[src/inc/wdc_regs.vh]
`ifndef WDC_REGS_VH
`define WDC_REGS_VH

// ************************************************************
// Register map
// ************************************************************
`define WDC_CTRL_ZERO_ADDR  4'h0
`define WDC_COUNT_ADDR      4'h1
`define WDC_SOFT_EN_BIT     0
`define WDC_PS_LSB          1
`define WDC_PS_MSB          5

// ************************************************************
// Prescale codes and reset values
// ************************************************************
`define WDC_PS_MAX_CODE     5'h12
`define WDC_PS_ALL_ONES     5'h1f
`define WDC_PS_FORCED_RST   5'h0b
`define WDC_PS_BASE_LOG2    5'h05
`define WDC_SOFT_EN_RST     1'h0
`define WDC_RDATA_RST       8'h00
`define WDC_UNMAPPED_READ   8'h00
`define WDC_PS_OUT_RST      5'h00

// ************************************************************
// Enable modes
// ************************************************************
`define WDC_MODE_OFF        2'h0
`define WDC_MODE_SOFT       2'h1
`define WDC_MODE_SLEEP_OFF  2'h2
`define WDC_MODE_ON         2'h3

`endif

[src/wdc_prescale_control.v]
`timescale 1ns/1ns
`default_nettype none
`include "wdc_regs.vh"

// ************************************************************
// Watchdog prescale control register and interval counter
// ************************************************************
module wdc_prescale_control #(
   parameter CNT_W = 24
) (
   // Clock and reset
   input  wire             mclk_i,
   input  wire             reset_i,
   // Configuration word
   input  wire [4:0]       config_prescale_default_i,
   input  wire [1:0]       config_enable_mode_i,
   input  wire             sleep_i,
   // Watchdog clear
   input  wire             wdt_clear_i,
   // Register port
   input  wire [3:0]       addr_i,
   input  wire [7:0]       wdata_i,
   input  wire             wr_i,
   input  wire             rd_i,
   output reg  [7:0]       rdata_o,
   // Status
   output reg              wdt_running_o,
   output reg              wdt_timeout_o,
   output reg  [4:0]       prescale_select_o
);

   // ************************************************************
   // Helpers
   // ************************************************************
   // Reserved codes fold to the shortest ratio
   function [4:0] eff_log2;
      input [4:0] code;
      begin
         if (code > `WDC_PS_MAX_CODE) begin
            eff_log2 = `WDC_PS_BASE_LOG2;
         end else begin
            eff_log2 = code + `WDC_PS_BASE_LOG2;
         end
      end
   endfunction

   // Last count of one interval, ratio minus one
   function [CNT_W-1:0] last_count;
      input [4:0] code;
      reg   [CNT_W-1:0] one;
      begin
         one        = {{(CNT_W-1){1'b0}}, 1'b1};
         last_count = (one << eff_log2(code)) - one;
      end
   endfunction

   // Address match, shared by write and read paths
   function addr_hit;
      input [3:0] addr;
      input [3:0] target;
      begin
         addr_hit = (addr == target);
      end
   endfunction

   // ************************************************************
   // Declarations
   // ************************************************************
   reg  [4:0]       prescale_select;
   reg  [4:0]       next_prescale_select;
   reg              soft_enable;
   reg              next_soft_enable;
   reg  [CNT_W-1:0] count;
   reg  [CNT_W-1:0] next_count;
   reg              next_timeout;
   reg  [7:0]       next_rdata;
   reg              run;
   wire             ctrl_write;
   wire             ctrl_read;
   wire             count_read;
   wire             ps_writable;
   wire             restart;
   wire             at_last;

   assign ctrl_write  = wr_i && addr_hit(addr_i, `WDC_CTRL_ZERO_ADDR);
   assign ctrl_read   = rd_i && addr_hit(addr_i, `WDC_CTRL_ZERO_ADDR);
   assign count_read  = rd_i && addr_hit(addr_i, `WDC_COUNT_ADDR);
   // Field is writable only with an all-ones default
   assign ps_writable = (config_prescale_default_i == `WDC_PS_ALL_ONES);

   // ************************************************************
   // Enable mode decode
   // ************************************************************
   // Sleep-off mode stops the count while asleep
   always @* begin
      run = 1'b0;
      case (config_enable_mode_i)
         `WDC_MODE_OFF: begin
            run = 1'b0;
         end
         `WDC_MODE_SOFT: begin
            run = soft_enable;
         end
         `WDC_MODE_SLEEP_OFF: begin
            run = !sleep_i;
         end
         `WDC_MODE_ON: begin
            run = 1'b1;
         end
         default: begin
            run = 1'b0;
         end
      endcase
   end

   // ************************************************************
   // Control register
   // ************************************************************
   always @* begin
      next_prescale_select = prescale_select;
      next_soft_enable     = soft_enable;
      if (reset_i) begin
         if (ps_writable) begin
            next_prescale_select = `WDC_PS_FORCED_RST;
         end else begin
            next_prescale_select = config_prescale_default_i;
         end
         next_soft_enable = `WDC_SOFT_EN_RST;
      end else if (ctrl_write) begin
         next_soft_enable = wdata_i[`WDC_SOFT_EN_BIT];
         // Locked field keeps its configured value
         if (ps_writable) begin
            next_prescale_select = wdata_i[`WDC_PS_MSB:`WDC_PS_LSB];
         end
      end
   end

   always @(posedge mclk_i) begin
      prescale_select <= next_prescale_select;
   end

   always @(posedge mclk_i) begin
      soft_enable <= next_soft_enable;
   end

   // ************************************************************
   // Interval counter
   // ************************************************************
   // Width covers the longest ratio; keep CNT_W at 23 or more
   assign at_last = (count == last_count(prescale_select));
   // A ratio change or clear restarts the interval from zero
   assign restart = reset_i || !run || wdt_clear_i || ctrl_write;

   always @* begin
      next_count   = count + {{(CNT_W-1){1'b0}}, 1'b1};
      next_timeout = 1'b0;
      if (restart) begin
         next_count   = {CNT_W{1'b0}};
         next_timeout = 1'b0;
      end else if (at_last) begin
         next_count   = {CNT_W{1'b0}};
         next_timeout = 1'b1;
      end
   end

   always @(posedge mclk_i) begin
      count <= next_count;
   end

   always @(posedge mclk_i) begin
      wdt_timeout_o <= next_timeout;
   end

   // ************************************************************
   // Read port
   // ************************************************************
   always @* begin
      next_rdata = `WDC_UNMAPPED_READ;
      if (ctrl_read) begin
         next_rdata = {2'b00, prescale_select, soft_enable};
      end else if (count_read) begin
         // Only the top byte of the counter is visible
         next_rdata = count[CNT_W-1:CNT_W-8];
      end
   end

   // Read data stand for one cycle only
   always @(posedge mclk_i) begin
      if (reset_i) begin
         rdata_o <= `WDC_RDATA_RST;
      end else begin
         rdata_o <= next_rdata;
      end
   end

   // ************************************************************
   // Status outputs
   // ************************************************************
   // Registered copies lag the live state by one cycle
   always @(posedge mclk_i) begin
      if (reset_i) begin
         wdt_running_o <= 1'b0;
      end else begin
         wdt_running_o <= run;
      end
   end

   always @(posedge mclk_i) begin
      if (reset_i) begin
         prescale_select_o <= `WDC_PS_OUT_RST;
      end else begin
         prescale_select_o <= prescale_select;
      end
   end

endmodule

`default_nettype wire

[config.mk]
export PLATFORM = sky130hd
export DESIGN_NAME = wdc_prescale_control
export DESIGN_NICKNAME = d
export VERILOG_FILES = /design/src/wdc_prescale_control.v
export VERILOG_INCLUDE_DIRS = /design/src /design/src/inc
export SDC_FILE = /design/constraint.sdc
export NUM_CORES = 1
export LEC_CHECK = 0
export BUFFER_PORTS_ARGS = -buffer_cell sky130_fd_sc_hd__buf_2
export CORE_ASPECT_RATIO = 0.8
export CORE_UTILIZATION = 45
export CTS_CLUSTER_SIZE = 10
export DETAILED_ROUTE_END_ITERATION = 12
export SLEW_MARGIN = 20
export SYNTH_ARGS = -nofsm -noshare
export SYNTH_HDL_FRONTEND = slang
export SYNTH_SLANG_ARGS = --single-unit
[constraint.sdc]
create_clock -name mclk_i -period 11.4 [get_ports mclk_i]
set_input_delay 1.14 -clock mclk_i [delete_from_list [all_inputs] [get_ports mclk_i]]
set_output_delay 1.14 -clock mclk_i [all_outputs]
set_load 0.05 [all_outputs]
## Word-level counts from Yosys, hierarchy flattened

Index checks and enable logic that the tools add are counted.
W data, S select, Z words.

- Bits in registers: 45
- Bits of input ports: 25
- Output and inout port bits: 15
- Logic and storage cells: 44

- Add/sub/neg operators: 3
- $lt $le $gt $ge: 1
- Eq/ne operators: 6
- Shift operators: 1
- Muxes and demuxes: 9
- Bitwise logic cells: 1
- Reductions and logical operators: 15

Operator list:

| operator | number |
|---|---|
| $mux W5 | 5 |
| $add A24 B1 Y24 const B | 1 |
| $eq A24 B24 Y1 | 1 |
| $shl A1 B5 Y24 const A | 1 |
| $sub A24 B1 Y24 const B | 1 |
| $mux W6 | 2 |
| $add A5 B3 Y5 const B | 1 |
| $eq A5 B5 Y1 const B | 1 |
| $gt A5 B5 Y1 const B | 1 |
| $eq A2 B2 Y1 const B | 2 |
| $eq A4 B1 Y1 const B | 1 |
| $logic_not A4 Y1 | 1 |
| $pmux W1 S4 | 1 |
| $reduce_bool A2 Y1 | 2 |
| $logic_and A1 B1 Y1 | 3 |
| $logic_or A1 B1 Y1 | 3 |
| $reduce_or A3 Y1 | 1 |
| $eq A2 B1 Y1 const B | 1 |
| $logic_not A1 Y1 | 2 |
| $logic_not A2 Y1 | 1 |
| $reduce_and A2 Y1 | 1 |
| $reduce_or A2 Y1 | 1 |
| $mux W1 | 1 |
| $not A1 Y1 | 1 |

## Logic depth before layout (Yosys ltp)

- Depth after elaboration: 7
- Depth in mapped cells: 17
- Depth with buffers taken out: 15

## Worst setup path before layout

Ideal clock, no wire load.

- Path type: reg-to-reg
- Start: register prescale_select[0]
- End: register count[13]
- Library setup time: 0.117 ns
- Arrival: 3.933 ns
- Required time: 11.283 ns
- Setup slack: 7.349 ns
- Stages on the path, launching flop included: 17
- Buffers on the path: 1
- Period minus slack after synthesis: 4.051 ns
- Cells stage by stage: edfxtp_1 > inv_1 > ha_1 > and2b_1 > o32ai_4 > nor2_1 > nand3_1 > ha_1 > o311ai_2 > nor2_1 > nand2_1 > or4_1 > a2111oi_2 > nand4_1 > o31ai_2 > buf_2 > nor2_1

- Cells in the longest elaborated chain, start to end: 6
- Elaborated cells on any way between the ends: 7
- Classes of those cells: add/sub: 2; order compare: 1; eq/ne: 1; shift: 1; mux: 1; reduce/logical: 1

RTL lines:

| element | line | text |
|---|---|---|
| start: declaration | wdc_prescale_control.v:69 | `reg [4:0] prescale_select;` |
| start signal: assignment | wdc_prescale_control.v:139 | `prescale_select <= next_prescale_select;` |
| $add A5 B3 Y5 (no source line) / $gt A5 B5 Y1 (equally long branches) | n/a |  |
| $mux W5 * | wdc_prescale_control.v:39 | `` if (code > `WDC_PS_MAX_CODE) begin `` |
| $shl A1 B5 Y24 * | wdc_prescale_control.v:53 | `last_count = (one << eff_log2(code)) - one;` |
| $sub A24 B1 Y24 * | wdc_prescale_control.v:53 |  |
| $eq A24 B24 Y1 * | wdc_prescale_control.v:150 | `assign at_last = (count == last_count(prescale_select));` |
| $reduce_or A2 Y1 (no source line) * | n/a |  |
| end signal: assignment | wdc_prescale_control.v:167 | `count <= next_count;` |
| end: declaration | wdc_prescale_control.v:73 | `reg [CNT_W-1:0] count;` |

Every way passes the cells marked *; elsewhere a longest branch is shown, timed or not.
A chain may end at the register's enable or synchronous reset.

## Worst setup path after layout

- Start: register prescale_select[0]
- End: register count[11]

Same word-level chain as after synthesis.

==> flow_summary.toml <==
[placed_design]
place_area_um2 = 3710
numPortBuffers = 37
place_congestion = 0.886
post-place-ws_ns = 5.89
dpl.hpwl_um = 7150

[synth]
ys_seq_area_share_pct = 27.3
yosysMostFrequentCell = "nor2_1"
avgSynthCellArea_um2 = 8.23
async_flop_share_pct = 0
synth_area_leaders = "dfxtp_1 (23%), nor2_1 (6.0%), xnor2_1 (5.8%)"
synth_edf_count = 5
synthTopCellsByCount = "nor2_1 (56), dfxtp_1 (40), nand2_1 (35)"
yosysTopAreaCell = "dfxtp_1"
synth-seq-cells = 45
synth_cells = 423
syn_area_um2 = 3480
synth_cell_types = 88
synth_top_flop_cell = "dfxtp_1"
synth_top_area_share_pct = 23.0
synth_nets = 452
yosys_warnings = 0

[detailed_routing]
drtAntennaViolNets = 0
drtIter0Drc = 244
wl_per_cell_um = 17.1
highest_layer = "met4"
met3WireLength_um = 697
wl_um = 9510
vias = 3311
drt_pass1_iterations = 5
wl_met1_um = 4580
post_drt_via_cell_ratio = 5.96
route.detailed.drc = 0
route.met2.wl_um = 4070

[critical_path]
cp-start-kind = "flip-flop"
rr_startpoint = "prescale_select[0]"
reg2reg_depth = 13
required_ns = 11.61
rr_endpoint = "count[11]"
cp-end-kind = "flip-flop"
cp.arrival_ns = 5.84
worst-setup-path-type = "reg -> reg"
worstPathMaxFanout = 21
regToRegSetupSlack_ns = 5.77

[global_routing]
grt_pass1_wl_um = 15600
grt_max_degree = 22
track_usage_pct = 24.9
grt-ovfl-total = 0
first_global_vias = 3074
antenna_found_initial = 0

[die]
num_rows = 28
start_util_pct = 46.9
ios = 40
die_h_um = 80.7
dieArea_um2 = 8100
core_um2 = 7430
fp.dieW_um = 100

[clocking]
htree_levels = 2
cts-root-buf = "clkbuf_8"
post_cts_resized = 0
insertion_delay_ns = 0.32
post-cts-setup-buffer-count = 0
cts_tree = "done"
clkTransAtPathRegs_ns = 0.10
cts-buffers-inserted = 5
clock_path_buffers = 2
clock_sinks = 45
ctsHoldBuffers = 0

[layout]
area_delta_synth_final_pct = 9.02
drive_gt1_share_pct = 16.9
final_nets = 479
diodes = 0
fin_area_um2 = 3800

[timing]
rsz0062_at_grt = "no"
max_slew_margin_pct = 40.9
whs_ns = 0.530
fin_tns_setup_ns = 0
finalHoldViolations = 0
finalCritPeriodShare_pct = 49.3
setup_ws_ns = 5.77
setup_viol = 0
worst_pin_slew_ns = 0.881
fmax_ghz = 0.178
fin_crit_ns = 5.63
fin_skew_ns = 0.00930
maxSlewViolCount = 0

[hold_path]
whs_path_depth = 1
worstHoldEndpoint = "count[0]"
hold_class = "reg -> reg"
min-delay-start = "count[0]"

[pwr]
power.density_nw_per_um2 = 116
irDropWorstVdd_uv = 54.3
fin_total_pwr_uw = 440
p_leak_nw = 1.39

[outcome]
status = "complete, no violations"

[flow_run]
maxCapViolCount = 0
[state kept, by name, indices dropped and copies added, names as in the netlist]
signal,count
wdt_running_o,1
wdt_timeout_o,1
count,24
prescale_select,5
prescale_select_o,5
soft_enable,1
rdata_o,8
[placed cells by master, fill, tap and decap left out, types with 3 or more instances in the layout]
cell | synthesis | layout
xnor2_1 | 23 | 23
nor4_1 | 3 | 3
ha_1 | 4 | 4
xor2_1 | 22 | 22
nand2b_1 | 6 | 6
and2_1 | 3 | 3
mux2i_1 | 8 | 8
nor3_1 | 14 | 14
dfxtp_1 | 40 | 40
nand3_1 | 21 | 21
a31oi_1 | 5 | 5
a21oi_1 | 9 | 9
and2b_1 | 3 | 3
and4_1 | 3 | 3
mux2_2 | 3 | 3
nor2_1 | 56 | 56
nand4_1 | 11 | 11
and3_1 | 11 | 11
inv_1 | 8 | 8
nand3b_1 | 4 | 4
and3b_1 | 3 | 3
o21ai_0 | 15 | 15
clkbuf_8 | 0 | 5
buf_2 | 7 | 37
nor2b_1 | 7 | 7
or4_1 | 5 | 5
or3_1 | 3 | 3
a211oi_1 | 6 | 6
nand2_1 | 35 | 35
edfxtp_1 | 5 | 5
[power breakdown]
group	leakage [nW]	internal (mW)	switching, mW
sequential	0.373	0.164	0.0104
combinational	0.978	0.0585	0.0996
clock	0.0422	0.0433	0.0641
total	1.39	0.266	0.174
[layer usage]
metal | up-vias | track usage [%]
li1 | 1598 | -
met1 | 1567 | 35.0
met2 | 127 | 37.8
met3 | 19 | 5.74
met4 | 0 | 6.52
met5 | - | 0
[cells by family (layout without fill, tap and decap cells)]
family                   Yosys count  after routing  synth area share (%)
flip-flops                        45             45                  27.3
AO/OA/AOI/OAI                     83             83                  20.4
AND/OR/NAND/NOR                  206            206                  31.8
adder cells (fa/ha/maj)            4              4                  1.44
multiplexers                      11             11                  3.27
buffers and inverters             28             56                  4.02
XOR/XNOR                          46             46                  11.8
[how the worst max path moves through the flow]
stage,depth (start not counted),from,to
after detailed placement,16,prescale_select[0],count[11]
final,13,prescale_select[0],count[11]
after global routing,16,prescale_select[0],count[11]
after global placement,16,prescale_select[0],count[11]
after floorplan,16,prescale_select[0],count[13]
after CTS,16,prescale_select[0],count[11]
[worst max-delay path, stage by stage (launching register included)]
cell	delay (ns)
edfxtp_1	0.80
inv_1	0.22
ha_1	0.78
and2b_1	0.29
a32oi_2	0.38
o221a_1	0.30
a221oi_2	0.10
nor4_2	0.61
nand3_2	0.13
xnor2_1	0.15
or4_1	0.57
o31ai_2	0.79
buf_4	0.32
nor2_1	0.07
[through the flow]
step	utilization (%)	std cells
floorplan	-	423
global placement	49.9	548
global route	51.1	556
CTS	51.1	556
finish	51.1	556
detailed placement	49.9	548
[final cells by class]
type	instances	area [um2]
Clock buffer	5	68.8
Clock inverter	3	20.0
Fill cell	734	3630
Inverter	9	33.8
Multi-Input combinational cell	350	2390
Sequential cell	45	951
Tap cell	105	131
Timing Repair Buffer	39	200
Power figures use the tool's default switching activity.
